$ cat src/pmgr_cfg.svh
// Constants of the power manager: offsets, fields, reset values, timing
`ifndef PMGR_CFG_SVH
`define PMGR_CFG_SVH

// ----------------------------------------------------------------------
// Register byte offsets
// ----------------------------------------------------------------------
`define PMGR_OFF_CTRL      8'h00
`define PMGR_OFF_DOZE_T    8'h04
`define PMGR_OFF_STBY_T    8'h08
`define PMGR_OFF_SUSPEND_THROTTLE_OUT_T    8'h0c
`define PMGR_OFF_HK_T      8'h10
`define PMGR_OFF_PERIPH_T  8'h14
`define PMGR_OFF_THROTTLE  8'h18
`define PMGR_OFF_PLANE     8'h1c
`define PMGR_OFF_STATUS    8'h20
`define PMGR_OFF_CLEAR     8'h24
`define PMGR_OFF_IRQ_EN    8'h28
`define PMGR_OFF_STATE     8'h2c

// ----------------------------------------------------------------------
// Field positions
// ----------------------------------------------------------------------
`define PMGR_CTRL_EN_BIT   0
`define PMGR_CTRL_ST_LSB   1
`define PMGR_CTRL_ST_MSB   2
`define PMGR_EV_DOZE       0
`define PMGR_EV_STBY       1
`define PMGR_EV_SUSPEND_THROTTLE_OUT       2
`define PMGR_EV_WAKE       3
`define PMGR_EV_PERIPH     4
`define PMGR_EV_HK         5
`define PMGR_EV_W          6
`define PMGR_PLANE_W       4

// ----------------------------------------------------------------------
// Reset values, timers in prescaler ticks
// ----------------------------------------------------------------------
`define PMGR_RST_DOZE_T    16'h000a
`define PMGR_RST_STBY_T    16'h0064
`define PMGR_RST_SUSPEND_THROTTLE_OUT_T    16'h03e8
`define PMGR_RST_HK_T      16'h0005
`define PMGR_RST_PERIPH_T  16'h0064
`define PMGR_RST_THROTTLE  16'h0000

// ----------------------------------------------------------------------
// Timing
// ----------------------------------------------------------------------
`define PMGR_CLK_HZ        10000000
`define PMGR_TICK_US       1000
`define PMGR_TICK_CYCLES   ((`PMGR_CLK_HZ / 1000000) * `PMGR_TICK_US)

`endif

$ cat src/pmgr_pkg.sv
// Types shared by the power manager files
package pmgr_pkg;

    // ------------------------------------------------------------------
    // Power states and suspend sequence
    // ------------------------------------------------------------------
    typedef enum logic [1:0] {
        PS_ON,
        PS_DOZE,
        PS_STBY,
        PS_SUSPEND_THROTTLE_OUT
    } pmgr_pstate_t;

    typedef enum logic [1:0] {
        SEQ_RUN,
        SEQ_DRAIN,
        SEQ_STOPPED
    } pmgr_seq_t;

    // ------------------------------------------------------------------
    // Carriers
    // ------------------------------------------------------------------
    typedef struct packed {
        logic        psel;
        logic        penable;
        logic        pwrite;
        logic [7:0]  paddr;
        logic [31:0] pwdata;
    } pmgr_apb_req_t;

    typedef struct packed {
        logic sys;
        logic hk;
        logic periph;
    } pmgr_act_t;

endpackage

$ cat src/pmgr_top.sv
// Power manager: activity timers, interrupts, throttle, planes, suspend
//
// Implementation choices: the register offsets and the APB register port.
`include "pmgr_cfg.svh"

module pmgr_top #(
    parameter int TW          = 16,
    parameter int TICK_CYCLES = `PMGR_TICK_CYCLES
) (
    // Clock and reset
    input  wire logic                     clk_in,
    input  wire logic                     reset_n_in,
    // APB slave
    input  wire logic                     psel_in,
    input  wire logic                     penable_in,
    input  wire logic                     pwrite_in,
    input  wire logic [7:0]               paddr_in,
    input  wire logic [31:0]              pwdata_in,
    output logic      [31:0]              prdata_out,
    output logic                          pready_out,
    output logic                          pslverr_out,
    // Activity detectors
    input  wire logic                     sys_activity_in,
    input  wire logic                     hk_activity_in,
    input  wire logic                     periph_activity_in,
    // Processor core
    input  wire logic                     core_idle_in,
    output logic                          core_stop_req_out,
    output logic                          clock_stop_out,
    // Power outputs
    output logic                          system_management_irq_out,
    output logic                          suspend_throttle_out,
    output logic [`PMGR_PLANE_W-1:0]      power_plane_off_out,
    output logic                          hk_service_out,
    output logic [1:0]                    power_state_out
);

    localparam int NT = 5;
    localparam int PW = $clog2(TICK_CYCLES);

    // ------------------------------------------------------------------
    // Address decode
    // ------------------------------------------------------------------
    function automatic logic is_mapped(input logic [7:0] a);
        is_mapped = (a[1:0] == 2'b00) && (a <= `PMGR_OFF_STATE);
    endfunction

    pmgr_pkg::pmgr_apb_req_t req;
    pmgr_pkg::pmgr_act_t     act;

    assign req = '{psel: psel_in, penable: penable_in, pwrite: pwrite_in,
                   paddr: paddr_in, pwdata: pwdata_in};
    assign act = '{sys: sys_activity_in, hk: hk_activity_in,
                   periph: periph_activity_in};

    // ------------------------------------------------------------------
    // Registers
    // ------------------------------------------------------------------
    logic                      en_q,      en_d;
    pmgr_pkg::pmgr_pstate_t    pstate_q,  pstate_d;
    logic [TW-1:0]             tval_q [NT];
    logic [TW-1:0]             tval_d [NT];
    logic [15:0]               thr_q,     thr_d;
    logic [`PMGR_PLANE_W-1:0]  plane_q,   plane_d;
    logic [`PMGR_EV_W-1:0]     stat_q,    stat_d;
    logic [`PMGR_EV_W-1:0]     irqen_q,   irqen_d;
    logic                      irq_q,     irq_d;
    logic [31:0]               rdata_q,   rdata_d;
    logic                      ready_q,   ready_d;
    logic                      err_q,     err_d;
    pmgr_pkg::pmgr_seq_t       seq_q,     seq_d;
    logic                      stopreq_q, stopreq_d;
    logic                      clkstop_q, clkstop_d;
    logic                      hksvc_q,   hksvc_d;
    logic [PW-1:0]             pre_q,     pre_d;
    logic                      tick_q,    tick_d;

    logic                      access;
    logic                      wr;
    logic [`PMGR_EV_W-1:0]     events;
    logic [`PMGR_EV_W-1:0]     clr;
    logic [NT-1:0]             reload;
    logic [NT-1:0]             expire;
    logic [NT-1:0]             active;
    logic                      powered_down;
    logic                      hk_window;
    logic [3:0]                duty;
    logic                      throttle;

    assign access       = req.psel && req.penable && !ready_q;
    assign wr           = access && req.pwrite && is_mapped(req.paddr);
    assign powered_down = (pstate_q != pmgr_pkg::PS_ON);
    assign hk_window    = (pstate_q == pmgr_pkg::PS_DOZE) ||
                          (pstate_q == pmgr_pkg::PS_STBY);

    // ------------------------------------------------------------------
    // Tick prescaler
    // ------------------------------------------------------------------
    always_comb begin
        tick_d = 1'b0;
        pre_d  = pre_q + PW'(1);
        if (pre_q == PW'(TICK_CYCLES - 1)) begin
            pre_d  = '0;
            tick_d = 1'b1;
        end
    end

    always_ff @(posedge clk_in or negedge reset_n_in) begin
        if (!reset_n_in) begin
            pre_q  <= '0;
            tick_q <= 1'b0;
        end else begin
            pre_q  <= pre_d;
            tick_q <= tick_d;
        end
    end

    // ------------------------------------------------------------------
    // Inactivity timers: doze, standby, suspend, house-keeping, peripheral
    // ------------------------------------------------------------------
    always_comb begin
        reload[0] = !en_q || act.sys;
        reload[1] = !en_q || act.sys;
        reload[2] = !en_q || act.sys;
        reload[3] = act.hk && hk_window;
        reload[4] = !en_q || act.periph;
    end

    for (genvar i = 0; i < NT; i++) begin : g_timer
        pmgr_timer #(
            .W          (TW)
        ) u_timer (
            .clk_in     (clk_in),
            .reset_n_in (reset_n_in),
            .tick_in    (tick_q && !clkstop_q),
            .reload_in  (reload[i]),
            .value_in   (tval_q[i]),
            .expire_out (expire[i]),
            .active_out (active[i])
        );
    end

    // ------------------------------------------------------------------
    // Events
    // ------------------------------------------------------------------
    always_comb begin
        events = '0;
        events[`PMGR_EV_DOZE]   = expire[0];
        events[`PMGR_EV_STBY]   = expire[1];
        events[`PMGR_EV_SUSPEND_THROTTLE_OUT]   = expire[2];
        events[`PMGR_EV_WAKE]   = act.sys && powered_down;
        events[`PMGR_EV_PERIPH] = expire[4];
        events[`PMGR_EV_HK]     = expire[3];
        clr = '0;
        if (wr && (req.paddr == `PMGR_OFF_CLEAR)) begin
            clr = req.pwdata[`PMGR_EV_W-1:0];
        end
    end

    // ------------------------------------------------------------------
    // Register file and bus answer
    // ------------------------------------------------------------------
    always_comb begin
        en_d     = en_q;
        pstate_d = pstate_q;
        tval_d   = tval_q;
        thr_d    = thr_q;
        plane_d  = plane_q;
        irqen_d  = irqen_q;
        rdata_d  = rdata_q;
        ready_d  = access;
        err_d    = access && !is_mapped(req.paddr);
        stat_d   = (stat_q & ~clr) | events;
        irq_d    = |(stat_d & irqen_d);
        if (wr) begin
            unique case (req.paddr)
                `PMGR_OFF_CTRL: begin
                    en_d     = req.pwdata[`PMGR_CTRL_EN_BIT];
                    pstate_d = pmgr_pkg::pmgr_pstate_t'(
                        req.pwdata[`PMGR_CTRL_ST_MSB:`PMGR_CTRL_ST_LSB]);
                end
                `PMGR_OFF_DOZE_T:   tval_d[0] = req.pwdata[TW-1:0];
                `PMGR_OFF_STBY_T:   tval_d[1] = req.pwdata[TW-1:0];
                `PMGR_OFF_SUSPEND_THROTTLE_OUT_T:   tval_d[2] = req.pwdata[TW-1:0];
                `PMGR_OFF_HK_T:     tval_d[3] = req.pwdata[TW-1:0];
                `PMGR_OFF_PERIPH_T: tval_d[4] = req.pwdata[TW-1:0];
                `PMGR_OFF_THROTTLE: thr_d     = req.pwdata[15:0];
                `PMGR_OFF_PLANE:    plane_d   = req.pwdata[`PMGR_PLANE_W-1:0];
                `PMGR_OFF_IRQ_EN:   irqen_d   = req.pwdata[`PMGR_EV_W-1:0];
                default: begin
                end
            endcase
        end
        if ((seq_q == pmgr_pkg::SEQ_STOPPED) && act.sys) begin
            pstate_d = pmgr_pkg::PS_ON;
        end
        if (access && !req.pwrite) begin
            rdata_d = '0;
            unique case (req.paddr)
                `PMGR_OFF_CTRL:     rdata_d = {29'h0000000, pstate_q, en_q};
                `PMGR_OFF_DOZE_T:   rdata_d = 32'(tval_q[0]);
                `PMGR_OFF_STBY_T:   rdata_d = 32'(tval_q[1]);
                `PMGR_OFF_SUSPEND_THROTTLE_OUT_T:   rdata_d = 32'(tval_q[2]);
                `PMGR_OFF_HK_T:     rdata_d = 32'(tval_q[3]);
                `PMGR_OFF_PERIPH_T: rdata_d = 32'(tval_q[4]);
                `PMGR_OFF_THROTTLE: rdata_d = {16'h0000, thr_q};
                `PMGR_OFF_PLANE:    rdata_d = {28'h0000000, plane_q};
                `PMGR_OFF_STATUS:   rdata_d = {26'h0000000, stat_q};
                `PMGR_OFF_IRQ_EN:   rdata_d = {26'h0000000, irqen_q};
                `PMGR_OFF_STATE:    rdata_d = {27'h0000000, active[4], active[3],
                                               clkstop_q, pstate_q};
                default:            rdata_d = '0;
            endcase
        end
    end

    always_ff @(posedge clk_in or negedge reset_n_in) begin
        if (!reset_n_in) begin
            en_q      <= 1'b0;
            pstate_q  <= pmgr_pkg::PS_ON;
            tval_q[0] <= `PMGR_RST_DOZE_T;
            tval_q[1] <= `PMGR_RST_STBY_T;
            tval_q[2] <= `PMGR_RST_SUSPEND_THROTTLE_OUT_T;
            tval_q[3] <= `PMGR_RST_HK_T;
            tval_q[4] <= `PMGR_RST_PERIPH_T;
            thr_q     <= `PMGR_RST_THROTTLE;
            plane_q   <= '0;
            stat_q    <= '0;
            irqen_q   <= '0;
            irq_q     <= 1'b0;
            rdata_q   <= '0;
            ready_q   <= 1'b0;
            err_q     <= 1'b0;
        end else begin
            en_q      <= en_d;
            pstate_q  <= pstate_d;
            tval_q    <= tval_d;
            thr_q     <= thr_d;
            plane_q   <= plane_d;
            stat_q    <= stat_d;
            irqen_q   <= irqen_d;
            irq_q     <= irq_d;
            rdata_q   <= rdata_d;
            ready_q   <= ready_d;
            err_q     <= err_d;
        end
    end

    // ------------------------------------------------------------------
    // Suspend sequence
    // ------------------------------------------------------------------
    always_comb begin
        seq_d     = seq_q;
        stopreq_d = stopreq_q;
        clkstop_d = clkstop_q;
        unique case (seq_q)
            pmgr_pkg::SEQ_RUN: begin
                if (pstate_q == pmgr_pkg::PS_SUSPEND_THROTTLE_OUT) begin
                    seq_d     = pmgr_pkg::SEQ_DRAIN;
                    stopreq_d = 1'b1;
                end
            end
            pmgr_pkg::SEQ_DRAIN: begin
                if (pstate_q != pmgr_pkg::PS_SUSPEND_THROTTLE_OUT) begin
                    seq_d     = pmgr_pkg::SEQ_RUN;
                    stopreq_d = 1'b0;
                end else if (core_idle_in) begin
                    seq_d     = pmgr_pkg::SEQ_STOPPED;
                    clkstop_d = 1'b1;
                end
            end
            pmgr_pkg::SEQ_STOPPED: begin
                if (act.sys) begin
                    seq_d     = pmgr_pkg::SEQ_RUN;
                    stopreq_d = 1'b0;
                    clkstop_d = 1'b0;
                end
            end
            default: begin
                seq_d     = pmgr_pkg::SEQ_RUN;
                stopreq_d = 1'b0;
                clkstop_d = 1'b0;
            end
        endcase
        hksvc_d = active[3] && hk_window;
    end

    always_ff @(posedge clk_in or negedge reset_n_in) begin
        if (!reset_n_in) begin
            seq_q     <= pmgr_pkg::SEQ_RUN;
            stopreq_q <= 1'b0;
            clkstop_q <= 1'b0;
            hksvc_q   <= 1'b0;
        end else begin
            seq_q     <= seq_d;
            stopreq_q <= stopreq_d;
            clkstop_q <= clkstop_d;
            hksvc_q   <= hksvc_d;
        end
    end

    // ------------------------------------------------------------------
    // Throttle modulation, one duty field per power state
    // ------------------------------------------------------------------
    assign duty = thr_q[{pstate_q, 2'b00} +: 4];

    pmgr_throttle #(
        .W            (4)
    ) u_throttle (
        .clk_in       (clk_in),
        .reset_n_in   (reset_n_in),
        .duty_in      (duty),
        .throttle_out (throttle)
    );

    // ------------------------------------------------------------------
    // Outputs
    // ------------------------------------------------------------------
    assign prdata_out                = rdata_q;
    assign pready_out                = ready_q;
    assign pslverr_out               = err_q;
    assign core_stop_req_out         = stopreq_q;
    assign clock_stop_out            = clkstop_q;
    assign system_management_irq_out = irq_q;
    assign suspend_throttle_out      = throttle;
    assign power_plane_off_out       = plane_q;
    assign hk_service_out            = hksvc_q;
    assign power_state_out           = pstate_q;

endmodule

$ cat src/pmgr_timer.sv
// Reloadable inactivity down-counter with expiry pulse
module pmgr_timer #(
    parameter int W = 16
) (
    // Clock and reset
    input  wire logic         clk_in,
    input  wire logic         reset_n_in,
    // Control
    input  wire logic         tick_in,
    input  wire logic         reload_in,
    input  wire logic [W-1:0] value_in,
    // Status
    output logic              expire_out,
    output logic              active_out
);

    logic [W-1:0] cnt_q;
    logic [W-1:0] cnt_d;
    logic         exp_q;
    logic         exp_d;

    // ------------------------------------------------------------------
    // Count down
    // ------------------------------------------------------------------
    always_comb begin
        cnt_d = cnt_q;
        exp_d = 1'b0;
        if (reload_in) begin
            cnt_d = value_in;
        end else if (tick_in && (cnt_q != '0)) begin
            cnt_d = cnt_q - W'(1);
            exp_d = (cnt_q == W'(1));
        end
    end

    always_ff @(posedge clk_in or negedge reset_n_in) begin
        if (!reset_n_in) begin
            cnt_q <= '0;
            exp_q <= 1'b0;
        end else begin
            cnt_q <= cnt_d;
            exp_q <= exp_d;
        end
    end

    assign expire_out = exp_q;
    assign active_out = (cnt_q != '0);

endmodule

$ cat src/pmgr_throttle.sv
// Duty-cycle modulator for the suspend throttle output
module pmgr_throttle #(
    parameter int W = 4
) (
    // Clock and reset
    input  wire logic         clk_in,
    input  wire logic         reset_n_in,
    // Duty in slots of a 2**W period
    input  wire logic [W-1:0] duty_in,
    // Modulated output
    output logic              throttle_out
);

    logic [W-1:0] slot_q;
    logic [W-1:0] slot_d;
    logic         out_q;
    logic         out_d;

    // ------------------------------------------------------------------
    // Slot counter and compare
    // ------------------------------------------------------------------
    always_comb begin
        slot_d = slot_q + W'(1);
        out_d  = (slot_q < duty_in);
    end

    always_ff @(posedge clk_in or negedge reset_n_in) begin
        if (!reset_n_in) begin
            slot_q <= '0;
            out_q  <= 1'b0;
        end else begin
            slot_q <= slot_d;
            out_q  <= out_d;
        end
    end

    assign throttle_out = out_q;

endmodule

$ cat config.mk
export PLATFORM = sky130hd
export DESIGN_NAME = pmgr_top
export DESIGN_NICKNAME = d
export VERILOG_FILES = /design/src/pmgr_pkg.sv /design/src/pmgr_top.sv /design/src/pmgr_timer.sv /design/src/pmgr_throttle.sv
export VERILOG_INCLUDE_DIRS = /design/src /design/src/src
export SDC_FILE = /design/constraint.sdc
export NUM_CORES = 1
export LEC_CHECK = 0
export BUFFER_PORTS_ARGS = -buffer_cell sky130_fd_sc_hd__buf_4
export CORE_ASPECT_RATIO = 1.5
export CORE_MARGIN = 5
export CORE_UTILIZATION = 45
export CTS_BUF_LIST = sky130_fd_sc_hd__clkbuf_8
export DETAILED_ROUTE_END_ITERATION = 10
export GPL_ROUTABILITY_DRIVEN = 0
export HOLD_SLACK_MARGIN = 0.08
export SETUP_SLACK_MARGIN = 0.2
export SYNTH_ARGS = -nofsm -noshare
export SYNTH_HDL_FRONTEND = slang
export SYNTH_SLANG_ARGS = --single-unit
$ cat constraint.sdc
create_clock -name clk_in -period 2.2 [get_ports clk_in]
set_input_delay 0.44 -clock clk_in [delete_from_list [all_inputs] [get_ports clk_in]]
set_output_delay 0.44 -clock clk_in [all_outputs]
set_load 0.02 [all_outputs]
==> impl_metrics.yaml, run 1 <==
die:
  core-area_um2: 27900
  pin_count: 94
  die_x_um: 147
  die_h_um: 215
  rows: 75
  die_area_um2: 31600
  start_util_pct: 45.3
power:
  swShare_pct: 23.9
  power_switching_w: 0.00216
  internal_power_w: 0.00688
  p_per_area_nw_per_um2: 591
  comb_power_share_pct: 5.2
  leakagePower_nw: 6.74
  pwr-share-seq_pct: 50.2
  ir_drop_mv: 0.417
  power_frac_clock_pct: 44.6
sta:
  setup_violations: 0
  timing.slew.headroom_pct: 60.9
  fmax_mhz: 489
  worst_slack_ns: 0.153
  rsz0062_at_grt: "true"
  setup_tns_ns: 0
  fin_crit_sh_pct: 93.0
  fin_skew_ns: 0.0196
  worstMarginPinSlew_ns: 0.581
  slew_viol_final: 0
  post-route-min-period_ns: 2.05
  hold_viol: 0
job:
  maxCapViolCount: 0
placement:
  place_hpwl_um: 26400
  place_area_um2: 14100
  place_ws_ns: -0.0795
  io_buffers: 61
synth:
  synth_top_family_by_area: "simple AND/OR/NAND/NOR gates"
  yosysSeqAreaShare_pct: 48.5
  synthCells: 1167
  netlist_area_um2: 12600
  synthSimpleGateAreaFrac_pct: 15.4
  synth-xor-area-share_pct: 5.48
  synthMuxAreaShare_pct: 13.6
  synth-edff-count: 0
  yosys_warnings: 0
  synth_fa_ha_area_share_pct: 1.68
  async_reset_ff_share_pct: 100
  synth_cell_types: 83
  ys_ff_latch: 244
  syn_avg_cell_area_um2: 10.8
  synth-compound-area-share_pct: 11.3
  ys.flop_type: "dfrtp_1"
clocking:
  clockBufferDepth: 3
  htreeDepth: 2
  path_clk_slew_ns: 0.07
  numCtsBuffers: 39
  cts_root_buf: "clkbuf_8"
  clock_latency_ns: 0.55
  tritoncts: "done"
  clock_sinks: 244
detailed_routing:
  drtIter0Drc: 601
  finalWirelength_um: 36000
  dr_total_vias: 9593
  drt-pass1-iter-count: 4
  viasPerCell: 5.71
  drc_errors: 0
  ant_nets: 0
  wire_per_inst_um: 21.4
setup_path:
  worst_setup_path_end_kind: "register"
  cpPeakStageDelay_ns: 0.54
  cp_common_cell: "or4_4"
  path_class: "reg -> reg"
  crit_path_start_kind: "register"
  worstPathRequired_ns: 2.62
  cp_max_fo: 7
  critPathSlowestCell: "or4_4"
  worstPathCellList: "or4_4, or4_4, o211ai_1, xor2_1, o21ai_1"
  arrival_ns: 2.47
global_route:
  antenna_found_initial: 0
  grt_start_max_net_pins: 89
  first_global_vias: 10200
  grtUsageTotal_pct: 22.9
  grt-ovfl-total: 0
  grt_pass1_wl_um: 57200
status:
  outcome: "completed"
layout:
  syn2layout_area_growth_pct: 21.0
  drive_gt1_share_pct: 32.9
  final_util_pct: 54.9
  layout.nets: 1370
  diodes: 0
  stdcell_area_um2: 15300
  final_common_cell: "dfrtp_1"
  final_cell_mix: "223 x dfrtp_1, 137 x buf_4, 103 x mux2_2, 92 x nand2_1, 77 x nor2_1"
hold_path:
  hold_class: "in -> reg"
[worst paths after layout]
path / from / end / slack, ns / cells past startpoint
max: g_timer[4].u_timer.cnt_q[7] / g_timer[4].u_timer.cnt_q[9] / 0.15 / 5
min: psel_in / pready_out / 0.18 / 3
max reg2reg: g_timer[4].u_timer.cnt_q[7] / g_timer[4].u_timer.cnt_q[9] / 0.15 / 5
min reg2reg: g_timer[4].u_timer.expire_out / stat_q[4] / 0.47 / 1
max in group asynchronous: reset_n_in / tval_q[65] / 1.07 / 3
min in group asynchronous: reset_n_in / pre_q[2] / 0.43 / 2
[per-stage QoR]
stage	power [W]	hold slack [ns]	std cells
2_1_floorplan	0.00481	0.144	1182
3_3_place_gp	0.00508	0.419	1597
3_5_place_dp	0.00508	0.414	1597
4_1_cts	0.00916	0.159	1673
5_1_grt	0.00937	0.181	1679
6_report	0.00904	0.183	1679
[metal layers]
metal | part of all wire [%] | up-vias | wire length (um) | global-route usage, %
met2 | 55 | 208 | 19700 | 42.7
met3 | 2.9 | 85 | 1040 | 2.84
li1 | - | 4471 | - | -
met4 | 4.1 | 0 | 1490 | 9.23
met5 | 0 | - | 0 | 0
met1 | 38 | 4829 | 13700 | 26.4
[layout make-up]
class	count	area, um^2
Clock buffer	48	661
Inverter	22	82.6
Clock inverter	22	143
Timing Repair Buffer	156	1360
Tap cell	346	433
Fill cell	2462	12600
Sequential cell	244	6130
Multi-Input combinational cell	841	6480
[timing repair]
item	4_1_cts	5_1_grt
pin swaps	6	13
hold buffers	2	0
endpoints found under the hold margin	50	0
endpoints found under the setup margin	43	69
setup buffers	4	4
gates resized for setup	24	46
gates cloned	0	2
[cells in the mapped netlist (6+ instances only)]
cell type	count	area share [%]
mux4_2	7	1.2
dfrtp_1	228	45
nor2_1	79	2.3
nor2b_1	10	0.50
buf_4	19	1.1
and3_1	9	0.45
a21oi_1	43	1.7
xor2_1	26	1.8
o211ai_1	9	0.53
nor3_1	25	0.99
ha_1	17	1.7
nand2b_1	7	0.35
nand3_1	25	0.99
mux2i_1	22	1.7
dfstp_2	16	3.3
or3_1	12	0.59
nor4_1	25	1.2
a22oi_1	12	0.71
clkbuf_1	41	1.2
nand4_1	13	0.64
o22ai_1	8	0.40
xnor2_1	53	3.7
buf_2	6	0.24
nand2_1	96	2.9
a211oi_1	9	0.53
a31oi_1	10	0.50
mux2_4	10	1.2
or2_2	7	0.35
inv_1	22	0.65
mux2_2	103	9.2
o21ai_0	72	2.9
a22o_1	17	1.2
[critical path, delay by kind of cell, from the launching register on]
kind	cells	cell delay [ns]
compound gates	2	0.32
xor+xnor	1	0.17
flops	1	0.38
simple gates	2	1.05
[power groups by stage]
stage	registers, W	clock network, W	logic (W)
floorplan	0.00462	0	0.000184
global placement	0.00461	0	0.000467
detailed placement	0.00461	0	0.000471
CTS	0.00453	0.00415	0.000476
global route	0.00453	0.00432	0.000517
finish	0.00453	0.00403	0.000473
[sequential cells by signal (all words and copies together) (netlist names), 4 cells and up]
signal and cells:
pre_q 14, stat_q 6, g_timer.u_timer.expire_out 5, g_timer.u_timer.cnt_q 80, thr_q 16, irqen_q 6, prdata_out 16, power_plane_off_out 4
tval_q 80, u_throttle.slot_q 4
[cell families after synthesis]
family	after synthesis
compound gates	224
other cells	1
simple gates	359
flops	244
fa+ha+maj	17
xor+xnor	79
buf+inv	98
mux	145
No activity file was read; power rests on OpenSTA's default activity.
==> inputs of run 2 (changes only) <==
--- a/config.mk
+++ b/config.mk
@@ -8,7 +8,6 @@
 export LEC_CHECK = 0
 export BUFFER_PORTS_ARGS = -buffer_cell sky130_fd_sc_hd__buf_4
 export CORE_ASPECT_RATIO = 1.5
-export CORE_MARGIN = 5
 export CORE_UTILIZATION = 45
 export CTS_BUF_LIST = sky130_fd_sc_hd__clkbuf_8
 export DETAILED_ROUTE_END_ITERATION = 10
@@ -17,4 +16,5 @@
 export SETUP_SLACK_MARGIN = 0.2
 export SYNTH_ARGS = -nofsm -noshare
 export SYNTH_HDL_FRONTEND = slang
+export SYNTH_HIERARCHICAL = 1
 export SYNTH_SLANG_ARGS = --single-unit
==> run 2 against run 1 <==
The flow now finishes with violations (setup timing). Wire length rose by 13%. Total power is 3.8% higher. Clock power up 8.4%. Area after synthesis is 7.2% higher. Flip-flop and latch count stayed put. Sequential share of layout area fell by 3.8 points. Sequential power hardly changed. Worst setup slack lost 0.15 ns. Critical path depth rose by 1. Synthesized cell count is 13% higher. Critical path type unchanged. Critical endpoint is now g_timer[1].u_timer/cnt_q[7]. Highest routed layer unchanged.
==> impl_metrics.yaml, run 2 <==
setup_path:
  worst_setup_path_end_kind: "register"
  crit_path_start_kind: "register"
  cp_max_fo: 6
  worstPathRequired_ns: 2.69
  arrival_ns: 2.70
  path_class: "reg -> reg"
detailed_routing:
  finalWirelength_um: 40800
  drc_errors: 0
  drt-pass1-iter-count: 5
  drtIter0Drc: 603
  ant_nets: 0
  wire_per_inst_um: 21.4
  viasPerCell: 5.90
  dr_total_vias: 11300
power:
  comb_power_share_pct: 5.2
  power_frac_clock_pct: 46.5
  swShare_pct: 23.8
  leakagePower_nw: 7.67
  internal_power_w: 0.00715
  ir_drop_mv: 0.836
  pwr-share-seq_pct: 48.2
  p_per_area_nw_per_um2: 555
  power_switching_w: 0.00223
sta:
  hold_viol: 0
  slew_viol_final: 0
  setup_tns_ns: -0.00187
  fmax_mhz: 454
  fin_skew_ns: 0.0406
  worst_slack_ns: -0.00187
  holdWs_ns: 0.180
  fin_crit_sh_pct: 100
  post-route-min-period_ns: 2.20
  rsz0062_at_grt: "true"
  setup_violations: 1
synth:
  netlist_area_um2: 13500
  synthCells: 1322
  yosys_warnings: 6
  ys_ff_latch: 244
  synth-edff-count: 0
  yosysSeqAreaShare_pct: 45.3
  yosys.area.top_type: "dfrtp_1"
  syn_avg_cell_area_um2: 10.2
  ys.flop_type: "dfrtp_1"
  synth_common_cells: "228 x dfrtp_1, 102 x nand2_1, 95 x mux2_2"
  synth_cell_types: 72
  synth_top_area_share_pct: 42.1
  async_reset_ff_share_pct: 100
  yosysMostFrequentCell: "dfrtp_1"
  netlist_top_cells_area: "dfrtp_1 42%, mux2_2 7.9%, a21oi_1 3.3%"
clocking:
  numCtsBuffers: 40
  path_clk_slew_ns: 0.06
  clock_sinks: 244
  clock_latency_ns: 0.57
  htreeDepth: 2
  clockBufferDepth: 3
  tritoncts: "done"
  cts_root_buf: "clkbuf_8"
layout:
  drive_gt1_share_pct: 33.8
  top_regs: "g_timer.u_timer/cnt_q x80, tval_q x80"
  n_fill_cell: 2587
  fin_cells: 1909
  diodes: 0
  stdcell_area_um2: 16900
  layout.nets: 1548
  final_common_cell: "dfrtp_1"
  syn2layout_area_growth_pct: 24.8
  final_cell_mix: "225 x dfrtp_1, 176 x buf_4, 102 x nand2_1, 89 x nor2_1, 87 x a21oi_1"
die:
  pin_count: 94
  core-area_um2: 29600
  die_x_um: 144
  die_area_um2: 30800
  die_h_um: 214
  start_util_pct: 45.8
  rows: 77
status:
  violations: "setup timing"
  outcome: "complete, but fails checks"
global_route:
  grt_pass1_wl_um: 63000
  antenna_found_initial: 0
  grt-ovfl-total: 0
  first_global_vias: 11400
  grtUsageTotal_pct: 26.8
  grt_start_max_net_pins: 75
job:
  maxCapViolCount: 0
placement:
  dp_cells: 1806
  place_area_um2: 15300
  io_buffers: 61
  place_hpwl_um: 29400
hold_path:
  hold_class: "in -> reg"
run 2: power by group through the flow:
stage / registers (W) / logic, W / clock network (W)
after floorplan: 0.00461 / 0.000182 / 0
after global placement: 0.00461 / 0.000478 / 0
after detailed placement: 0.00461 / 0.000481 / 0
after CTS: 0.00453 / 0.000489 / 0.00450
after global routing: 0.00452 / 0.000530 / 0.00467
final: 0.00453 / 0.000489 / 0.00437
run 2: per-layer routing:
metal  global-route usage, %  vias to the layer above  share of wire (%)
met1                    30.1                     5684                 39
li1                        -                     5218                  -
met5                       0                        -                  0
met2                    49.8                      273                 54
met3                    3.08                       89                3.2
met4                    12.2                        0                3.8
run 2: worst paths after layout:
| path | to | slack [ns] | cells past startpoint | start |
|---|---|---|---|---|
| worst min-delay path | tval_q[70] | 0.18 | 2 | pwdata_in[6] |
| worst min register to register | u_throttle/slot_q[3] | 0.48 | 1 | u_throttle/slot_q[3] |
| worst max register to register | g_timer[1].u_timer/cnt_q[7] | -0.002 | 6 | clock_stop_out |
| worst max-delay path | g_timer[1].u_timer/cnt_q[7] | -0.002 | 6 | clock_stop_out |
| min in group asynchronous | tval_q[52] | 0.31 | 2 | reset_n_in |
| max in group asynchronous | tval_q[2] | 1.25 | 3 | reset_n_in |
run 2: what timing repair did:
action	CTS	global route
hold buffers	3	0
resized for setup	27	63
gates cloned	0	1
pin swaps	7	20
endpoints found under the hold margin	231	0
setup endpoints to repair	29	56
setup buffers	14	11
run 2: final cells by class:
type,instances,area (um^2),area share [%]
multi-input cells,946,7390,43.7
flip-flops and latches,244,6130,36.3
repair buffers,204,1820,10.8
clock buffers,52,716,4.23
well taps,395,494,2.92
clock inverters,22,174,1.03
inverters,46,173,1.02
run 2: per-stage QoR:
stage               setup WS (ns)  utilization, %  total power, W
global placement         -0.00441            51.6         0.00508
CTS                        0.0447            55.6         0.00951
global route              -0.0495            57.1         0.00972
floorplan                 0.00831               -         0.00480
detailed placement       -0.00659            51.6         0.00509
finish                   -0.00187            57.1         0.00938
run 2: logic make-up after synthesis:
| family | Yosys count | synth area share [%] |
|---|---|---|
| AOI/OAI and AO/OA | 275 | 13.6 |
| xor gates and xnor gates | 14 | 0.906 |
| adders and majority gates | 17 | 1.57 |
| buffers and inverters | 147 | 5.33 |
| DFF | 244 | 45.3 |
| muxes | 152 | 13.5 |
| other | 1 | 0.0277 |
| and+or+nand+nor | 472 | 19.8 |
run 2: critical path, stage by stage (launching register included):
cell and delay (ns):
dfrtp_2 0.42, nor2b_4 0.18, buf_12 0.16, or4b_4 0.54, or3_4 0.38, a311o_1 0.30
a21oi_1 0.14
